**config.mk**
```make
export PLATFORM = sky130hd
export DESIGN_NAME = urm_regmap
export DESIGN_NICKNAME = d
export VERILOG_FILES = /design/src/urm_pkg.sv /design/src/urm_regmap.sv
export VERILOG_INCLUDE_DIRS = /design/src
export SDC_FILE = /design/constraint.sdc
export NUM_CORES = 1
export LEC_CHECK = 0
export BUFFER_PORTS_ARGS = -buffer_cell sky130_fd_sc_hd__buf_2
export CAP_MARGIN = 20
export CORE_ASPECT_RATIO = 1.1
export CORE_MARGIN = 5
export CORE_UTILIZATION = 57
export CTS_CLUSTER_DIAMETER = 80
export DETAILED_ROUTE_END_ITERATION = 6
export GPL_TIMING_DRIVEN = 0
export HOLD_SLACK_MARGIN = 0.12
export PLACE_DENSITY = 0.91
export SYNTH_ARGS = -nofsm -noshare
export SYNTH_HDL_FRONTEND = slang
export SYNTH_SLANG_ARGS = --single-unit
```
**constraint.sdc**
```tcl
create_clock -name clock_i -period 8.05 [get_ports clock_i]
set_input_delay 0.805 -clock clock_i [delete_from_list [all_inputs] [get_ports clock_i]]
set_output_delay 0.805 -clock clock_i [all_outputs]
set_load 0.05 [all_outputs]
```
**src/urm_params.svh**
```systemverilog
// Constants for the register map and interrupt enable block.
// Assumes inclusion by bare name from the design files.
`ifndef URM_PARAMS_SVH
`define URM_PARAMS_SVH
// Addresses A2..A0
`define URM_A_DATA 3'h0
`define URM_A_IER 3'h1
`define URM_A_ISR 3'h2
`define URM_A_LCR 3'h3
`define URM_A_MCR 3'h4
`define URM_A_LSR 3'h5
`define URM_A_MSR 3'h6
`define URM_A_SPR 3'h7
// Line control codes and bits
`define URM_ENH_CODE 8'hbf
`define URM_LCR_DL_BIT 7
`define URM_EFR_ENH_BIT 4
`define URM_FEATURE_CONTROL_SWAP_BIT 6
`define URM_ENHANCED_MODE_SELECT_IMD_BIT 6
`define URM_ENHANCED_MODE_SELECT_CNT_BIT 0
`define URM_FCR_EN_BIT 0
// Interrupt source codes
`define URM_ISR_LSR 6'h06
`define URM_ISR_RXRDY 6'h04
`define URM_ISR_TRANSMIT_READY_EVENT 6'h02
`define URM_ISR_MODEM 6'h00
`define URM_ISR_NONE 6'h01
// Reset values
`define URM_RST_BYTE 8'h00
`define URM_RST_LCR 8'h03
`define URM_RST_TRIG 8'h01
// Identity values are arbitrary
`define URM_REV_VAL 8'h11
`define URM_IDENT_VAL 8'h5a
`endif

```
**src/urm_pkg.sv**
```systemverilog
// Types shared by the register map and interrupt enable block.
// Assumes no other package.
package urm_pkg;
  typedef logic [7:0] urm_byte_type;
  typedef enum logic [1:0] {
    URM_BANK_NORMAL = 2'b00,
    URM_BANK_DIVISOR = 2'b01,
    URM_BANK_ENHANCED = 2'b10
  } urm_bank_type;
endpackage : urm_pkg

```
**src/urm_regmap.sv**
```systemverilog
// Register decode and interrupt enable logic of one serial channel.
// Assumes the host bus and datapath status run on clock_i, one-cycle strobes.
//
// What this block does
// - Divisor low, high, fraction at 0,1,2 only with divisor enable and not enhanced code.
// - Upper mask bits 7-4, FIFO control bits 5-4, modem bits 7-5 and fraction need enhanced-function bit 4.
// - Mask gates receive data, transmit empty, line status and modem status interrupts.
// - FIFO mode: receive interrupt while level at or above trigger, drops below clears.
// - Data ready sets when a character enters the FIFO, clears when FIFO empties.
// - FIFO on with mask bits 0-3 clear is polled mode, no interrupt except a line-status one still pending.
// - Line status bit 1 flags a receive overrun.
// - Line status bits 2-4 give parity, framing, break of the head byte.
// - Line status bit 5 high while transmit holding or FIFO is empty.
// - Line status bit 6 high only when transmit FIFO and shift register empty.
// - Line status bit 7 high when any FIFO character carries an error.
// - Mask bit 0 enables receive interrupt; held char or trigger level; resets 0.
// - Mask bit 1 enables transmit-ready on holding empty or below trigger; resets 0.
// - Enabling transmit-ready while holding register is empty interrupts at once.
// - Mask bit 2 enables line-status interrupt from status bits 1 to 4.
// - Overrun raises the line-status interrupt at once.
// - By default error interrupts fire when the bad character is read out.
// - Mode-select bit 6 set makes error interrupts fire on reception.
// - Mask bit 3 gates the modem-status interrupt, reset value 0.
// - Reading line status clears a pending line-status interrupt.
// - Reading interrupt status or writing transmit holding clears transmit-ready.
// - Modem-status interrupt raised when any modem status bit 0-3 is set.
`include "urm_params.svh"
`timescale 1ns/1ps
`default_nettype none
module urm_regmap (
  // Clock and reset
  input wire logic clock_i,
  input wire logic rst_i,
  // Host register access
  input wire logic cs_i,
  input wire logic rd_i,
  input wire logic wr_i,
  input wire logic [2:0] addr_i,
  input wire logic [7:0] wr_data_i,
  output logic [7:0] rd_data_o,
  output logic irq_o,
  // Receive datapath status and transmit FIFO level
  input wire logic [7:0] rx_data_i,
  input wire logic [7:0] rx_level_i,
  input wire logic [7:0] tx_level_i,
  input wire logic rx_loaded_i,
  input wire logic [2:0] rx_new_err_i,
  input wire logic [2:0] rx_head_err_i,
  input wire logic rx_empty_i,
  input wire logic rx_overrun_i,
  input wire logic rx_fifo_err_i,
  // Transmit datapath status
  input wire logic tx_hold_empty_i,
  input wire logic tx_shift_empty_i,
  input wire logic tx_below_trig_i,
  // Modem change flags, bits 0-3, and modem levels
  input wire logic [3:0] modem_delta_i,
  input wire logic [3:0] modem_level_i,
  // Configuration to the datapath
  output logic [15:0] divisor_o,
  output logic [3:0] fraction_o,
  output logic [7:0] line_control_o,
  output logic [7:0] modem_control_o,
  output logic fifo_enable_o,
  output logic [7:0] rx_trigger_o,
  output logic tx_write_o,
  output logic [7:0] tx_data_o,
  output logic rx_read_o
);
  urm_pkg::urm_byte_type div_low_ff, div_high_ff, lcr_ff, ier_ff, mcr_ff, spr_ff;
  urm_pkg::urm_byte_type fcr_ff, trg_ff, feature_control_ff, efr_ff, enhanced_mode_select_ff;
  urm_pkg::urm_byte_type resume_char_one_ff, resume_char_two_ff, pause_char_one_ff, pause_char_two_ff;
  logic [3:0] frac_ff;
  logic ready_ff, overrun_ff, lsr_int_ff, tx_int_ff, tx_cond_ff;
  logic [3:0] msr_ff;
  urm_pkg::urm_bank_type bank;
  logic rd, wr, enh, div_zero, tx_cond, rx_avail, rhr_rd, thr_wr, lsr_rd, isr_rd, msr_rd;
  logic err_event, nxt_irq;
  urm_pkg::urm_byte_type nxt_rd_data, lsr_val, trig_lvl;
  logic [5:0] isr_code;

  assign rd = cs_i & rd_i;
  assign wr = cs_i & wr_i;
  assign enh = efr_ff[`URM_EFR_ENH_BIT];
  assign div_zero = (div_low_ff == `URM_RST_BYTE) && (div_high_ff == `URM_RST_BYTE);

  // Bank select from line control
  always_comb begin
    if (lcr_ff == `URM_ENH_CODE) begin
      bank = urm_pkg::URM_BANK_ENHANCED;
    end else if (lcr_ff[`URM_LCR_DL_BIT]) begin
      bank = urm_pkg::URM_BANK_DIVISOR;
    end else begin
      bank = urm_pkg::URM_BANK_NORMAL;
    end
  end

  assign rhr_rd = rd && (addr_i == `URM_A_DATA) && (bank == urm_pkg::URM_BANK_NORMAL);
  assign thr_wr = wr && (addr_i == `URM_A_DATA) && (bank == urm_pkg::URM_BANK_NORMAL);
  assign isr_rd = rd && (addr_i == `URM_A_ISR) && (bank == urm_pkg::URM_BANK_NORMAL ||
                  (bank == urm_pkg::URM_BANK_DIVISOR && !enh));
  assign lsr_rd = rd && (addr_i == `URM_A_LSR) && (bank != urm_pkg::URM_BANK_ENHANCED);
  assign msr_rd = rd && (addr_i == `URM_A_MSR) && (bank != urm_pkg::URM_BANK_ENHANCED);

  // Host register writes
  always_ff @(posedge clock_i or posedge rst_i) begin
    if (rst_i) begin
      div_low_ff <= `URM_RST_BYTE;
      div_high_ff <= `URM_RST_BYTE;
      frac_ff <= 4'h0;
      lcr_ff <= `URM_RST_LCR;
      ier_ff <= `URM_RST_BYTE;
      mcr_ff <= `URM_RST_BYTE;
      spr_ff <= `URM_RST_BYTE;
      fcr_ff <= `URM_RST_BYTE;
      trg_ff <= `URM_RST_TRIG;
      feature_control_ff <= `URM_RST_BYTE;
      efr_ff <= `URM_RST_BYTE;
      enhanced_mode_select_ff <= `URM_RST_BYTE;
      resume_char_one_ff <= `URM_RST_BYTE;
      resume_char_two_ff <= `URM_RST_BYTE;
      pause_char_one_ff <= `URM_RST_BYTE;
      pause_char_two_ff <= `URM_RST_BYTE;
    end else if (wr) begin
      unique case (addr_i)
        `URM_A_DATA: begin
          if (bank == urm_pkg::URM_BANK_DIVISOR) div_low_ff <= wr_data_i;
          if (bank == urm_pkg::URM_BANK_ENHANCED) trg_ff <= wr_data_i;
        end
        `URM_A_IER: begin
          if (bank == urm_pkg::URM_BANK_DIVISOR) div_high_ff <= wr_data_i;
          if (bank == urm_pkg::URM_BANK_ENHANCED) feature_control_ff <= wr_data_i;
          if (bank == urm_pkg::URM_BANK_NORMAL) begin
            ier_ff[3:0] <= wr_data_i[3:0];
            if (enh) ier_ff[7:4] <= wr_data_i[7:4];
          end
        end
        `URM_A_ISR: begin
          if (bank == urm_pkg::URM_BANK_ENHANCED) begin
            efr_ff <= wr_data_i;
          end else if (bank == urm_pkg::URM_BANK_DIVISOR && enh) begin
            frac_ff <= wr_data_i[3:0];
          end else if (wr_data_i[`URM_FCR_EN_BIT]) begin
            // Other bits only program while the enable bit is written as one
            fcr_ff[7:6] <= wr_data_i[7:6];
            fcr_ff[3:0] <= {wr_data_i[3], 2'b00, 1'b1};
            if (enh) fcr_ff[5:4] <= wr_data_i[5:4];
          end else begin
            fcr_ff[`URM_FCR_EN_BIT] <= 1'b0;
          end
        end
        `URM_A_LCR: lcr_ff <= wr_data_i;
        `URM_A_MCR: begin
          if (bank == urm_pkg::URM_BANK_ENHANCED) begin
            resume_char_one_ff <= wr_data_i;
          end else begin
            mcr_ff[4:0] <= wr_data_i[4:0];
            if (enh) mcr_ff[7:5] <= wr_data_i[7:5];
          end
        end
        `URM_A_LSR: if (bank == urm_pkg::URM_BANK_ENHANCED) resume_char_two_ff <= wr_data_i;
        `URM_A_MSR: if (bank == urm_pkg::URM_BANK_ENHANCED) pause_char_one_ff <= wr_data_i;
        `URM_A_SPR: begin
          if (bank == urm_pkg::URM_BANK_ENHANCED) pause_char_two_ff <= wr_data_i;
          else if (feature_control_ff[`URM_FEATURE_CONTROL_SWAP_BIT]) enhanced_mode_select_ff <= wr_data_i;
          else spr_ff <= wr_data_i;
        end
      endcase
    end
  end

  // Line status sticky bits; a set in the clearing cycle wins
  always_ff @(posedge clock_i or posedge rst_i) begin
    if (rst_i) begin
      ready_ff <= 1'b0;
      overrun_ff <= 1'b0;
    end else begin
      ready_ff <= rx_loaded_i | (ready_ff & ~rx_empty_i);
      overrun_ff <= rx_overrun_i | (overrun_ff & ~lsr_rd);
    end
  end

  assign lsr_val = {rx_fifo_err_i,
                    tx_hold_empty_i & tx_shift_empty_i,
                    tx_hold_empty_i,
                    rx_head_err_i,
                    overrun_ff, ready_ff};

  // Error interrupt timing: immediate or at read-out
  assign err_event = rx_overrun_i |
                     (enhanced_mode_select_ff[`URM_ENHANCED_MODE_SELECT_IMD_BIT] ? (rx_loaded_i & |rx_new_err_i)
                                                 : (rhr_rd & |rx_head_err_i));

  always_ff @(posedge clock_i or posedge rst_i) begin
    if (rst_i) begin
      lsr_int_ff <= 1'b0;
    end else begin
      lsr_int_ff <= (ier_ff[2] & err_event) | (lsr_int_ff & ~lsr_rd);
    end
  end

  // Transmit ready: edge of the empty condition, or enable set while empty
  assign tx_cond = fifo_enable_o ? tx_below_trig_i : tx_hold_empty_i;
  always_ff @(posedge clock_i or posedge rst_i) begin
    if (rst_i) begin
      tx_cond_ff <= 1'b0;
      tx_int_ff <= 1'b0;
    end else begin
      tx_cond_ff <= tx_cond;
      if ((ier_ff[1] & tx_cond & ~tx_cond_ff) ||
          (wr && addr_i == `URM_A_IER && bank == urm_pkg::URM_BANK_NORMAL &&
           wr_data_i[1] && !ier_ff[1] && tx_hold_empty_i)) begin
        tx_int_ff <= 1'b1;
      end else if (isr_rd || thr_wr || !ier_ff[1]) begin
        tx_int_ff <= 1'b0;
      end
    end
  end

  // Modem status flags, cleared by reading modem status
  always_ff @(posedge clock_i or posedge rst_i) begin
    if (rst_i) begin
      msr_ff <= 4'h0;
    end else begin
      msr_ff <= modem_delta_i | (msr_ff & {4{~msr_rd}});
    end
  end

  // Receive available: trigger level in FIFO mode, held char otherwise
  assign trig_lvl = (trg_ff == `URM_RST_BYTE) ? `URM_RST_TRIG : trg_ff;
  assign rx_avail = fifo_enable_o ? (rx_level_i >= trig_lvl) : ready_ff;

  always_comb begin
    if (lsr_int_ff) begin
      isr_code = `URM_ISR_LSR;
    end else if (ier_ff[0] & rx_avail) begin
      isr_code = `URM_ISR_RXRDY;
    end else if (tx_int_ff) begin
      isr_code = `URM_ISR_TRANSMIT_READY_EVENT;
    end else if (ier_ff[3] & |msr_ff) begin
      isr_code = `URM_ISR_MODEM;
    end else begin
      isr_code = `URM_ISR_NONE;
    end
  end

  // Polled mode falls out: all enables low keeps the line quiet, save a line-status interrupt still pending
  assign nxt_irq = lsr_int_ff | (ier_ff[0] & rx_avail) | tx_int_ff |
                   (ier_ff[3] & |msr_ff);

  // Read data mux
  always_comb begin
    nxt_rd_data = `URM_RST_BYTE;
    unique case (addr_i)
      `URM_A_DATA: begin
        if (bank == urm_pkg::URM_BANK_ENHANCED) begin
          nxt_rd_data = enhanced_mode_select_ff[`URM_ENHANCED_MODE_SELECT_CNT_BIT] ? tx_level_i : rx_level_i;
        end else if (bank == urm_pkg::URM_BANK_DIVISOR) begin
          nxt_rd_data = div_zero ? `URM_REV_VAL : div_low_ff;
        end else begin
          nxt_rd_data = rx_data_i;
        end
      end
      `URM_A_IER: begin
        if (bank == urm_pkg::URM_BANK_ENHANCED) nxt_rd_data = feature_control_ff;
        else if (bank == urm_pkg::URM_BANK_DIVISOR) nxt_rd_data = div_zero ? `URM_IDENT_VAL : div_high_ff;
        else nxt_rd_data = ier_ff;
      end
      `URM_A_ISR: begin
        if (bank == urm_pkg::URM_BANK_ENHANCED) nxt_rd_data = efr_ff;
        else if (bank == urm_pkg::URM_BANK_DIVISOR && enh) nxt_rd_data = {4'h0, frac_ff};
        else nxt_rd_data = {{2{fifo_enable_o}}, isr_code};
      end
      `URM_A_LCR: nxt_rd_data = lcr_ff;
      `URM_A_MCR: nxt_rd_data = (bank == urm_pkg::URM_BANK_ENHANCED) ? resume_char_one_ff : mcr_ff;
      `URM_A_LSR: nxt_rd_data = (bank == urm_pkg::URM_BANK_ENHANCED) ? resume_char_two_ff : lsr_val;
      `URM_A_MSR: nxt_rd_data = (bank == urm_pkg::URM_BANK_ENHANCED) ? pause_char_one_ff : {modem_level_i, msr_ff};
      `URM_A_SPR: begin
        if (bank == urm_pkg::URM_BANK_ENHANCED) nxt_rd_data = pause_char_two_ff;
        else if (feature_control_ff[`URM_FEATURE_CONTROL_SWAP_BIT]) nxt_rd_data = rx_level_i;
        else nxt_rd_data = spr_ff;
      end
    endcase
  end

  // Registered outputs
  always_ff @(posedge clock_i or posedge rst_i) begin
    if (rst_i) begin
      rd_data_o <= `URM_RST_BYTE;
      irq_o <= 1'b0;
      divisor_o <= 16'h0000;
      fraction_o <= 4'h0;
      line_control_o <= `URM_RST_LCR;
      modem_control_o <= `URM_RST_BYTE;
      fifo_enable_o <= 1'b0;
      rx_trigger_o <= `URM_RST_TRIG;
      tx_write_o <= 1'b0;
      tx_data_o <= `URM_RST_BYTE;
      rx_read_o <= 1'b0;
    end else begin
      if (rd) rd_data_o <= nxt_rd_data;
      irq_o <= nxt_irq;
      divisor_o <= {div_high_ff, div_low_ff};
      fraction_o <= frac_ff;
      line_control_o <= lcr_ff;
      modem_control_o <= mcr_ff;
      fifo_enable_o <= fcr_ff[`URM_FCR_EN_BIT];
      rx_trigger_o <= trig_lvl;
      tx_write_o <= thr_wr;
      if (thr_wr) tx_data_o <= wr_data_i;
      rx_read_o <= rhr_rd;
    end
  end

  // Checks
  a_rx_trig_irq: assert property (@(posedge clock_i) disable iff (rst_i)
    (fifo_enable_o && ier_ff[0] && rx_level_i >= trig_lvl) |=> irq_o)
    else $error("receive trigger did not raise interrupt");
  a_polled_quiet: assert property (@(posedge clock_i) disable iff (rst_i)
    (ier_ff[3:0] == 4'h0 && !lsr_int_ff && !tx_int_ff) |=> !irq_o)
    else $error("interrupt raised in polled mode");
  a_overrun_held: assert property (@(posedge clock_i) disable iff (rst_i)
    (rx_overrun_i && !lsr_rd) |=> overrun_ff ##1 (overrun_ff || $past(lsr_rd)))
    else $error("overrun flag lost");
  a_tx_enable_now: assert property (@(posedge clock_i) disable iff (rst_i)
    (wr && addr_i == `URM_A_IER && bank == urm_pkg::URM_BANK_NORMAL && wr_data_i[1] &&
     !ier_ff[1] && tx_hold_empty_i) |=> tx_int_ff ##1 irq_o)
    else $error("transmit ready not raised on enable");
  a_lsr_rd_clear: assert property (@(posedge clock_i) disable iff (rst_i)
    (lsr_rd && !(ier_ff[2] && err_event)) |=> !lsr_int_ff)
    else $error("line status read did not clear interrupt");
  a_tx_clear: assert property (@(posedge clock_i) disable iff (rst_i)
    (tx_int_ff && thr_wr && !(tx_cond && !tx_cond_ff)) |=> !tx_int_ff)
    else $error("transmit holding write did not clear");
  a_div_locked: assert property (@(posedge clock_i) disable iff (rst_i)
    (wr && addr_i == `URM_A_DATA && bank != urm_pkg::URM_BANK_DIVISOR) |=> $stable(div_low_ff))
    else $error("divisor changed while locked");
  a_frac_gate: assert property (@(posedge clock_i) disable iff (rst_i)
    (wr && !enh) |=> $stable(frac_ff) && $stable(ier_ff[7:4]))
    else $error("enhanced bits changed while disabled");
  a_ident_read: assert property (@(posedge clock_i) disable iff (rst_i)
    (rd && addr_i == `URM_A_IER && bank == urm_pkg::URM_BANK_DIVISOR && div_zero)
    |=> rd_data_o == `URM_IDENT_VAL)
    else $error("ident byte not returned");
  a_modem_irq: assert property (@(posedge clock_i) disable iff (rst_i)
    (ier_ff[3] && |msr_ff) |=> irq_o)
    else $error("modem status did not interrupt");
  a_enh_only: assert property (@(posedge clock_i) disable iff (rst_i)
    (wr && addr_i == `URM_A_SPR && bank != urm_pkg::URM_BANK_ENHANCED) |=> $stable(pause_char_two_ff))
    else $error("enhanced register written outside enhanced code");
endmodule : urm_regmap
`default_nettype wire

```
## Yosys cells after proc, flatten, opt, wreduce, memory -nomap -nowiden

Index checks and enable logic that the tools add are counted.

- Bits of input ports: 61
- Register bits after elaboration: 189
- Logic and storage cells: 155
- Output and inout bits: 64

- Equality and inequality tests: 11
- Bitwise gates (word level): 29
- Mux-type cells: 28
- $lt $le $gt $ge: 1
- Reductions and logical operators: 51

Operator list:

| kind | count |
|---|---|
| two-way mux 8 bit | 15 |
| case mux 8 bit (8 select lines) | 1 |
| AND reduction 3 bit | 11 |
| zero test 8 bit | 3 |
| AND reduction 4 bit | 6 |
| logical AND 1 bit | 18 |
| bitwise AND 1 bit | 13 |
| equality test 3 bit, second input constant | 4 |
| equality test 8 bit, second input constant | 1 |
| greater-or-equal comparator 8 bit | 1 |
| two-way mux 1 bit | 8 |
| inverter 1 bit | 7 |
| bitwise OR 1 bit | 7 |
| equality test 3 x 2 -> 1 bit, second input constant | 2 |
| two-way mux 3 bit | 2 |
| OR reduction 3 bit | 2 |
| bitwise AND 4 bit | 1 |
| logical OR 1 bit | 4 |
| two-way mux 2 bit | 2 |
| bitwise OR 4 bit | 1 |
| OR reduction 4 bit | 1 |
| equality test 3 x 1 -> 1 bit, second input constant | 1 |
| zero test 3 bit | 1 |
| equality test 2 x 1 -> 1 bit, second input constant | 1 |
| other kinds (6) | 7 |

## Depth between registers and ports, before layout

- Depth in word-level cells: 10
- Mapped depth: 10
- Gate-level depth less buffers: 9

## Worst setup path before layout

No wires, ideal clock.

- Kind: input-to-reg
- From: input addr_i[2]
- To: register rd_data_o[5]
- Slack: 5.763 ns
- Data required time: 7.909 ns
- Cell stages on the path: 8
- Arrival: 2.146 ns
- Setup time: 0.141 ns
- Buffers on the path: 3
- Cells stage by stage: clkbuf_1 -> buf_2 -> buf_1 -> a21oi_1 -> a311oi_1 -> o21ai_1 -> nor4_1 -> a221oi_1

- Cells in the longest elaborated chain, start to end: 2
- Elaborated cells on any way between the ends: 9
- Those cells by class: eq/ne: 7; mux: 1; reduce/logical: 1

Ends and longest elaborated chain:

| what | RTL line | source |
|---|---|---|
| start: declaration | urm_regmap.sv:38 | `input wire logic [2:0] addr_i,` |
| equality test 3 bit, or another cell as far along | urm_regmap.sv:254 | `unique case (addr_i)` |
| case mux 8 bit (8 select lines) * | urm_regmap.sv:254 |  |
| end signal: assignment | urm_regmap.sv:289 | `` rd_data_o <= `URM_RST_BYTE; `` |
| end signal: assignment | urm_regmap.sv:301 | `if (rd) rd_data_o <= nxt_rd_data;` |
| end: declaration | urm_regmap.sv:40 | `output logic [7:0] rd_data_o,` |

Every way passes the cells marked *; elsewhere a longest branch is shown, timed or not.
A chain may end at the register's enable or synchronous reset.

## Worst setup path in the final report

- From: register lcr_ff[1]
- To: register rd_data_o[2]

- Cells in the longest elaborated chain, start to end: 7
- Elaborated cells on any way between the ends: 16
- Those cells by class: eq/ne: 3; mux: 12; reduce/logical: 1

Ends and longest elaborated chain:

| what | RTL line | source |
|---|---|---|
| start: declaration | urm_regmap.sv:70 | `urm_pkg::urm_byte_type div_low_ff, div_high_ff, lcr_ff, ier_ff, mcr_ff, spr_ff;` |
| start signal: assignment | urm_regmap.sv:111 | `` lcr_ff <= `URM_RST_LCR; `` |
| start signal: assignment | urm_regmap.sv:152 | `` `URM_A_LCR: lcr_ff <= wr_data_i; `` |
| equality test 8 bit (no line) * | - |  |
| two-way mux 2 bit * | urm_regmap.sv:89 | `` if (lcr_ff == `URM_ENH_CODE) begin `` |
| equality test 2 x 1 -> 1 bit | urm_regmap.sv:258, urm_regmap.sv:266, urm_regmap.sv:271 |  |
| logical AND 1 bit | urm_regmap.sv:271 | `else if (bank == urm_pkg::URM_BANK_DIVISOR && enh) nxt_rd_data = {4'h0, frac_ff};` |
| two-way mux 8 bit | urm_regmap.sv:271 |  |
| two-way mux 8 bit | urm_regmap.sv:270 | `if (bank == urm_pkg::URM_BANK_ENHANCED) nxt_rd_data = efr_ff;` |
| case mux 8 bit (8 select lines) * | urm_regmap.sv:254 |  |

Marks and branches as above.

==> reports/qor.csv <==
metric,value,unit
cp-end-kind,flip-flop,
r2r_start,lcr_ff[1],
postSynthNetCount,741,
crit_path_max_fanout,10,
syn_to_final_growth,19.0,%
ir_drop,138,uV
rrSetupSlack,5.21,ns
yosys-top-cells-count,"178 x dfrtp_1, 118 x mux2_2, 59 x nand2_1",
globalplace.congestion,0.989,
cp_top_family,compound AO/OA/AOI/OAI gates,
path_buf_inv,2,
max_stage_delay,0.81,ns
path_class,flip-flop to flip-flop,
synthArstFlopShare,100,%
die_x,124,microns
io_buffers,123,
synth_compound_area_share,10.7,%
drt-wirelength-per-cell,24.4,microns
ant_nets,0,
synth_seq_cells,184,
dieArea,16800,sq um
clk_pin_slew,0.06,ns
cts_tree,done,
rsz0062_at_grt,false,
numCtsBuffers,17,
rr_endpoint,rd_data_o[2],
dp_hpwl,17.8,mm
register_area,4610,sq um
final.min_clock_period,2.84,ns
drv_cap,0,
cpMaxStageDelayCell,a2111oi_0,
yosys.area_share.simple,10.0,%
cts_max_path_buffers,2,
crit_chain,nand4_1 -> or2_1 -> buf_6 -> buf_2 -> o211ai_1 -> a21oi_1 -> a2111oi_0 -> a21oi_1,
relSlewSlack,35.9,%
ys_types,63,
top_layer,met4,
grt_pass1_wl,37.6,mm
critPathLaunch,lcr_ff[1],
setup_viol,0,
viasPerCell,6.41,
cp_data_arrival_time,3.12,ns
coreArea,14000,sq um
start_kind,flip-flop,
synth-xor-area-share,0,%
dp_slack,5.09,ns
leakagePower,4.55,nW
wirelength_met1,9.28,mm
maxSlewViolCount,0,
synth_cells,672,
tightestPinTransition,0.938,ns
synth_top_area_cell,dfrtp_1,
met3_length,2.39,mm
fillers,1027,
reg2regPathDepth,8,
diodes,0,
wl_met2,11.8,mm
p_per_area,266,nW/um^2
outcome,"complete, no violations",
clkLatencyLatePin,0.44,ns
syn_area,8170,sq um
yosys_most_used_dff,dfrtp_1,
tns,0,ns
synth-edff-count,0,
hold_viol_final,0,
grt_pass1_vias,6561,
initial_core_util,58.5,%
syn_avg_cell_area,12.2,sq um
cts_max_level,4,
critPathRequiredTime,8.33,ns
synthAdderAreaFrac,1.23,%
io_pins,125,
nets,884,
yosysSeqAreaShare,56.5,%
yosysWarnings,0,
hold_buffers,0,
yosysMostFrequentCell,dfrtp_1,
multiInputGateArea,3310,sq um
grt_max_degree,111,
drt_iter0_markers,921,
cts.sinks,184,
cp-endpoint,rd_data_o[2],
drt_first_pass_iters,5,
synth.area.top_cells,"dfrtp_1 55%, mux2_2 16%, nand2_1 2.7%, a21oi_1 2.1%, mux2i_1 2.0%",
routed_wirelength,24.8,mm
gr-total-overflow,0,
yosys.area.top_type_share,54.5,%
synth.area.mux_share,18.5,%
skew,0.0102,ns
hold_class,flip-flop to flip-flop,
worst_slack,5.21,ns
root_buffer,clkbuf_16,
drive_gt1_share,38.2,%
cpMostUsedCell,a21oi_1,
synth_top_family_by_area,multiplexers,
cp.depth,8,
drc,0,
max_freq,353,MHz
post-cts-setup-buffers,0,
vias,6516,
grt_antenna_before_repair,0,
ctsResizeCount,0,
die_y,136,microns
rows,45,
grt_usage,30.6,%
fin_crit_sh,35.2,%
==> area by class of cell <==
class                      instances  area share, %
buffer                            42           2.05
tap                              188           2.42
multi-input combinational        432           34.0
clock buffer                      19           4.66
sequential                       184           47.4
timing repair buffer             124           6.61
inverter                          14          0.618
clock inverter                    13           2.21
==> stage by stage <==
step	cells	hold slack, ns	power [W]	util (%)	area, sq um
floorplan	672	0.349	0.00149	-	8170
global placement	983	0.356	0.00165	64.6	9020
detailed placement	984	0.361	0.00166	64.8	9050
CTS	1016	0.391	0.00259	69.6	9720
global route	1016	0.390	0.00266	69.6	9720
finish	1016	0.388	0.00259	69.6	9720
==> cells by family (layout without fill, tap and decap cells) <==
kind of cell             Yosys count  count (layout)
AND/OR/NAND/NOR                  156             156
buffers and inverters             56             212
AO/OA/AOI/OAI                    133             133
flip-flops                       184             184
multiplexers                     135             135
adder cells (fa/ha/maj)            8               8
==> worst reg2reg max path, delay by kind of cell (launching register included) <==
family | cells | cell delay (ns)
AOI/OAI and AO/OA | 4 | 1.27
DFF | 1 | 0.56
and+or+nand+nor | 2 | 0.50
buffers and inverters | 2 | 0.35
==> placed cells by master, fill, tap and decap left out, drive strengths merged, types with 8 or more instances in the layout <==
cell type,n
buf,143
o21ai,28
dfrtp,178
inv,16
a31oi,11
nor4,9
a211oi,10
nor3,9
a21oi,35
ha,8
mux2,118
clkbuf,42
nand3,17
mux2i,16
nand2,59
nor2,26
==> per-layer routing <==
layer | GRT usage [%] | up-vias
met5 | 0 | -
met4 | 16.9 | 0
met3 | 6.68 | 101
met2 | 47.8 | 481
met1 | 39.8 | 3204
li1 | - | 2730
==> worst min path at each step <==
stage	cells past startpoint	start	slack (ns)	to
final	0	lcr_ff[0]	0.39	line_control_o[0]
after CTS	0	lcr_ff[1]	0.39	line_control_o[1]
after global routing	0	lcr_ff[0]	0.39	line_control_o[0]
after detailed placement	0	fcr_ff[0]	0.36	fifo_enable_o
after floorplan	0	fcr_ff[0]	0.35	fifo_enable_o
after global placement	0	fcr_ff[0]	0.36	fifo_enable_o
==> flip-flops by register name, summed over array words and instances (netlist names), 8 cells and up <==
register and cells:
resume_char_one_ff 8, mcr_ff 8, pause_char_two_ff 8, line_control_o 8
modem_control_o 8, div_low_ff 8, efr_ff 8, lcr_ff 8
feature_control_ff 8, pause_char_one_ff 8, trg_ff 8, div_high_ff 8
rd_data_o 8, ier_ff 8, rx_trigger_o 8, tx_data_o 8
divisor_o 16, resume_char_two_ff 8, spr_ff 8
==> report_power, final <==
part / switching, W / total (W) / internal (W)
Sequential: 0.0000816 / 0.00112 / 0.00104
Combinational: 0.000382 / 0.000537 / 0.000154
Clock: 0.000362 / 0.000933 / 0.000571
Total: 0.000826 / 0.00259 / 0.00176
Power figures use the tool's default switching activity.
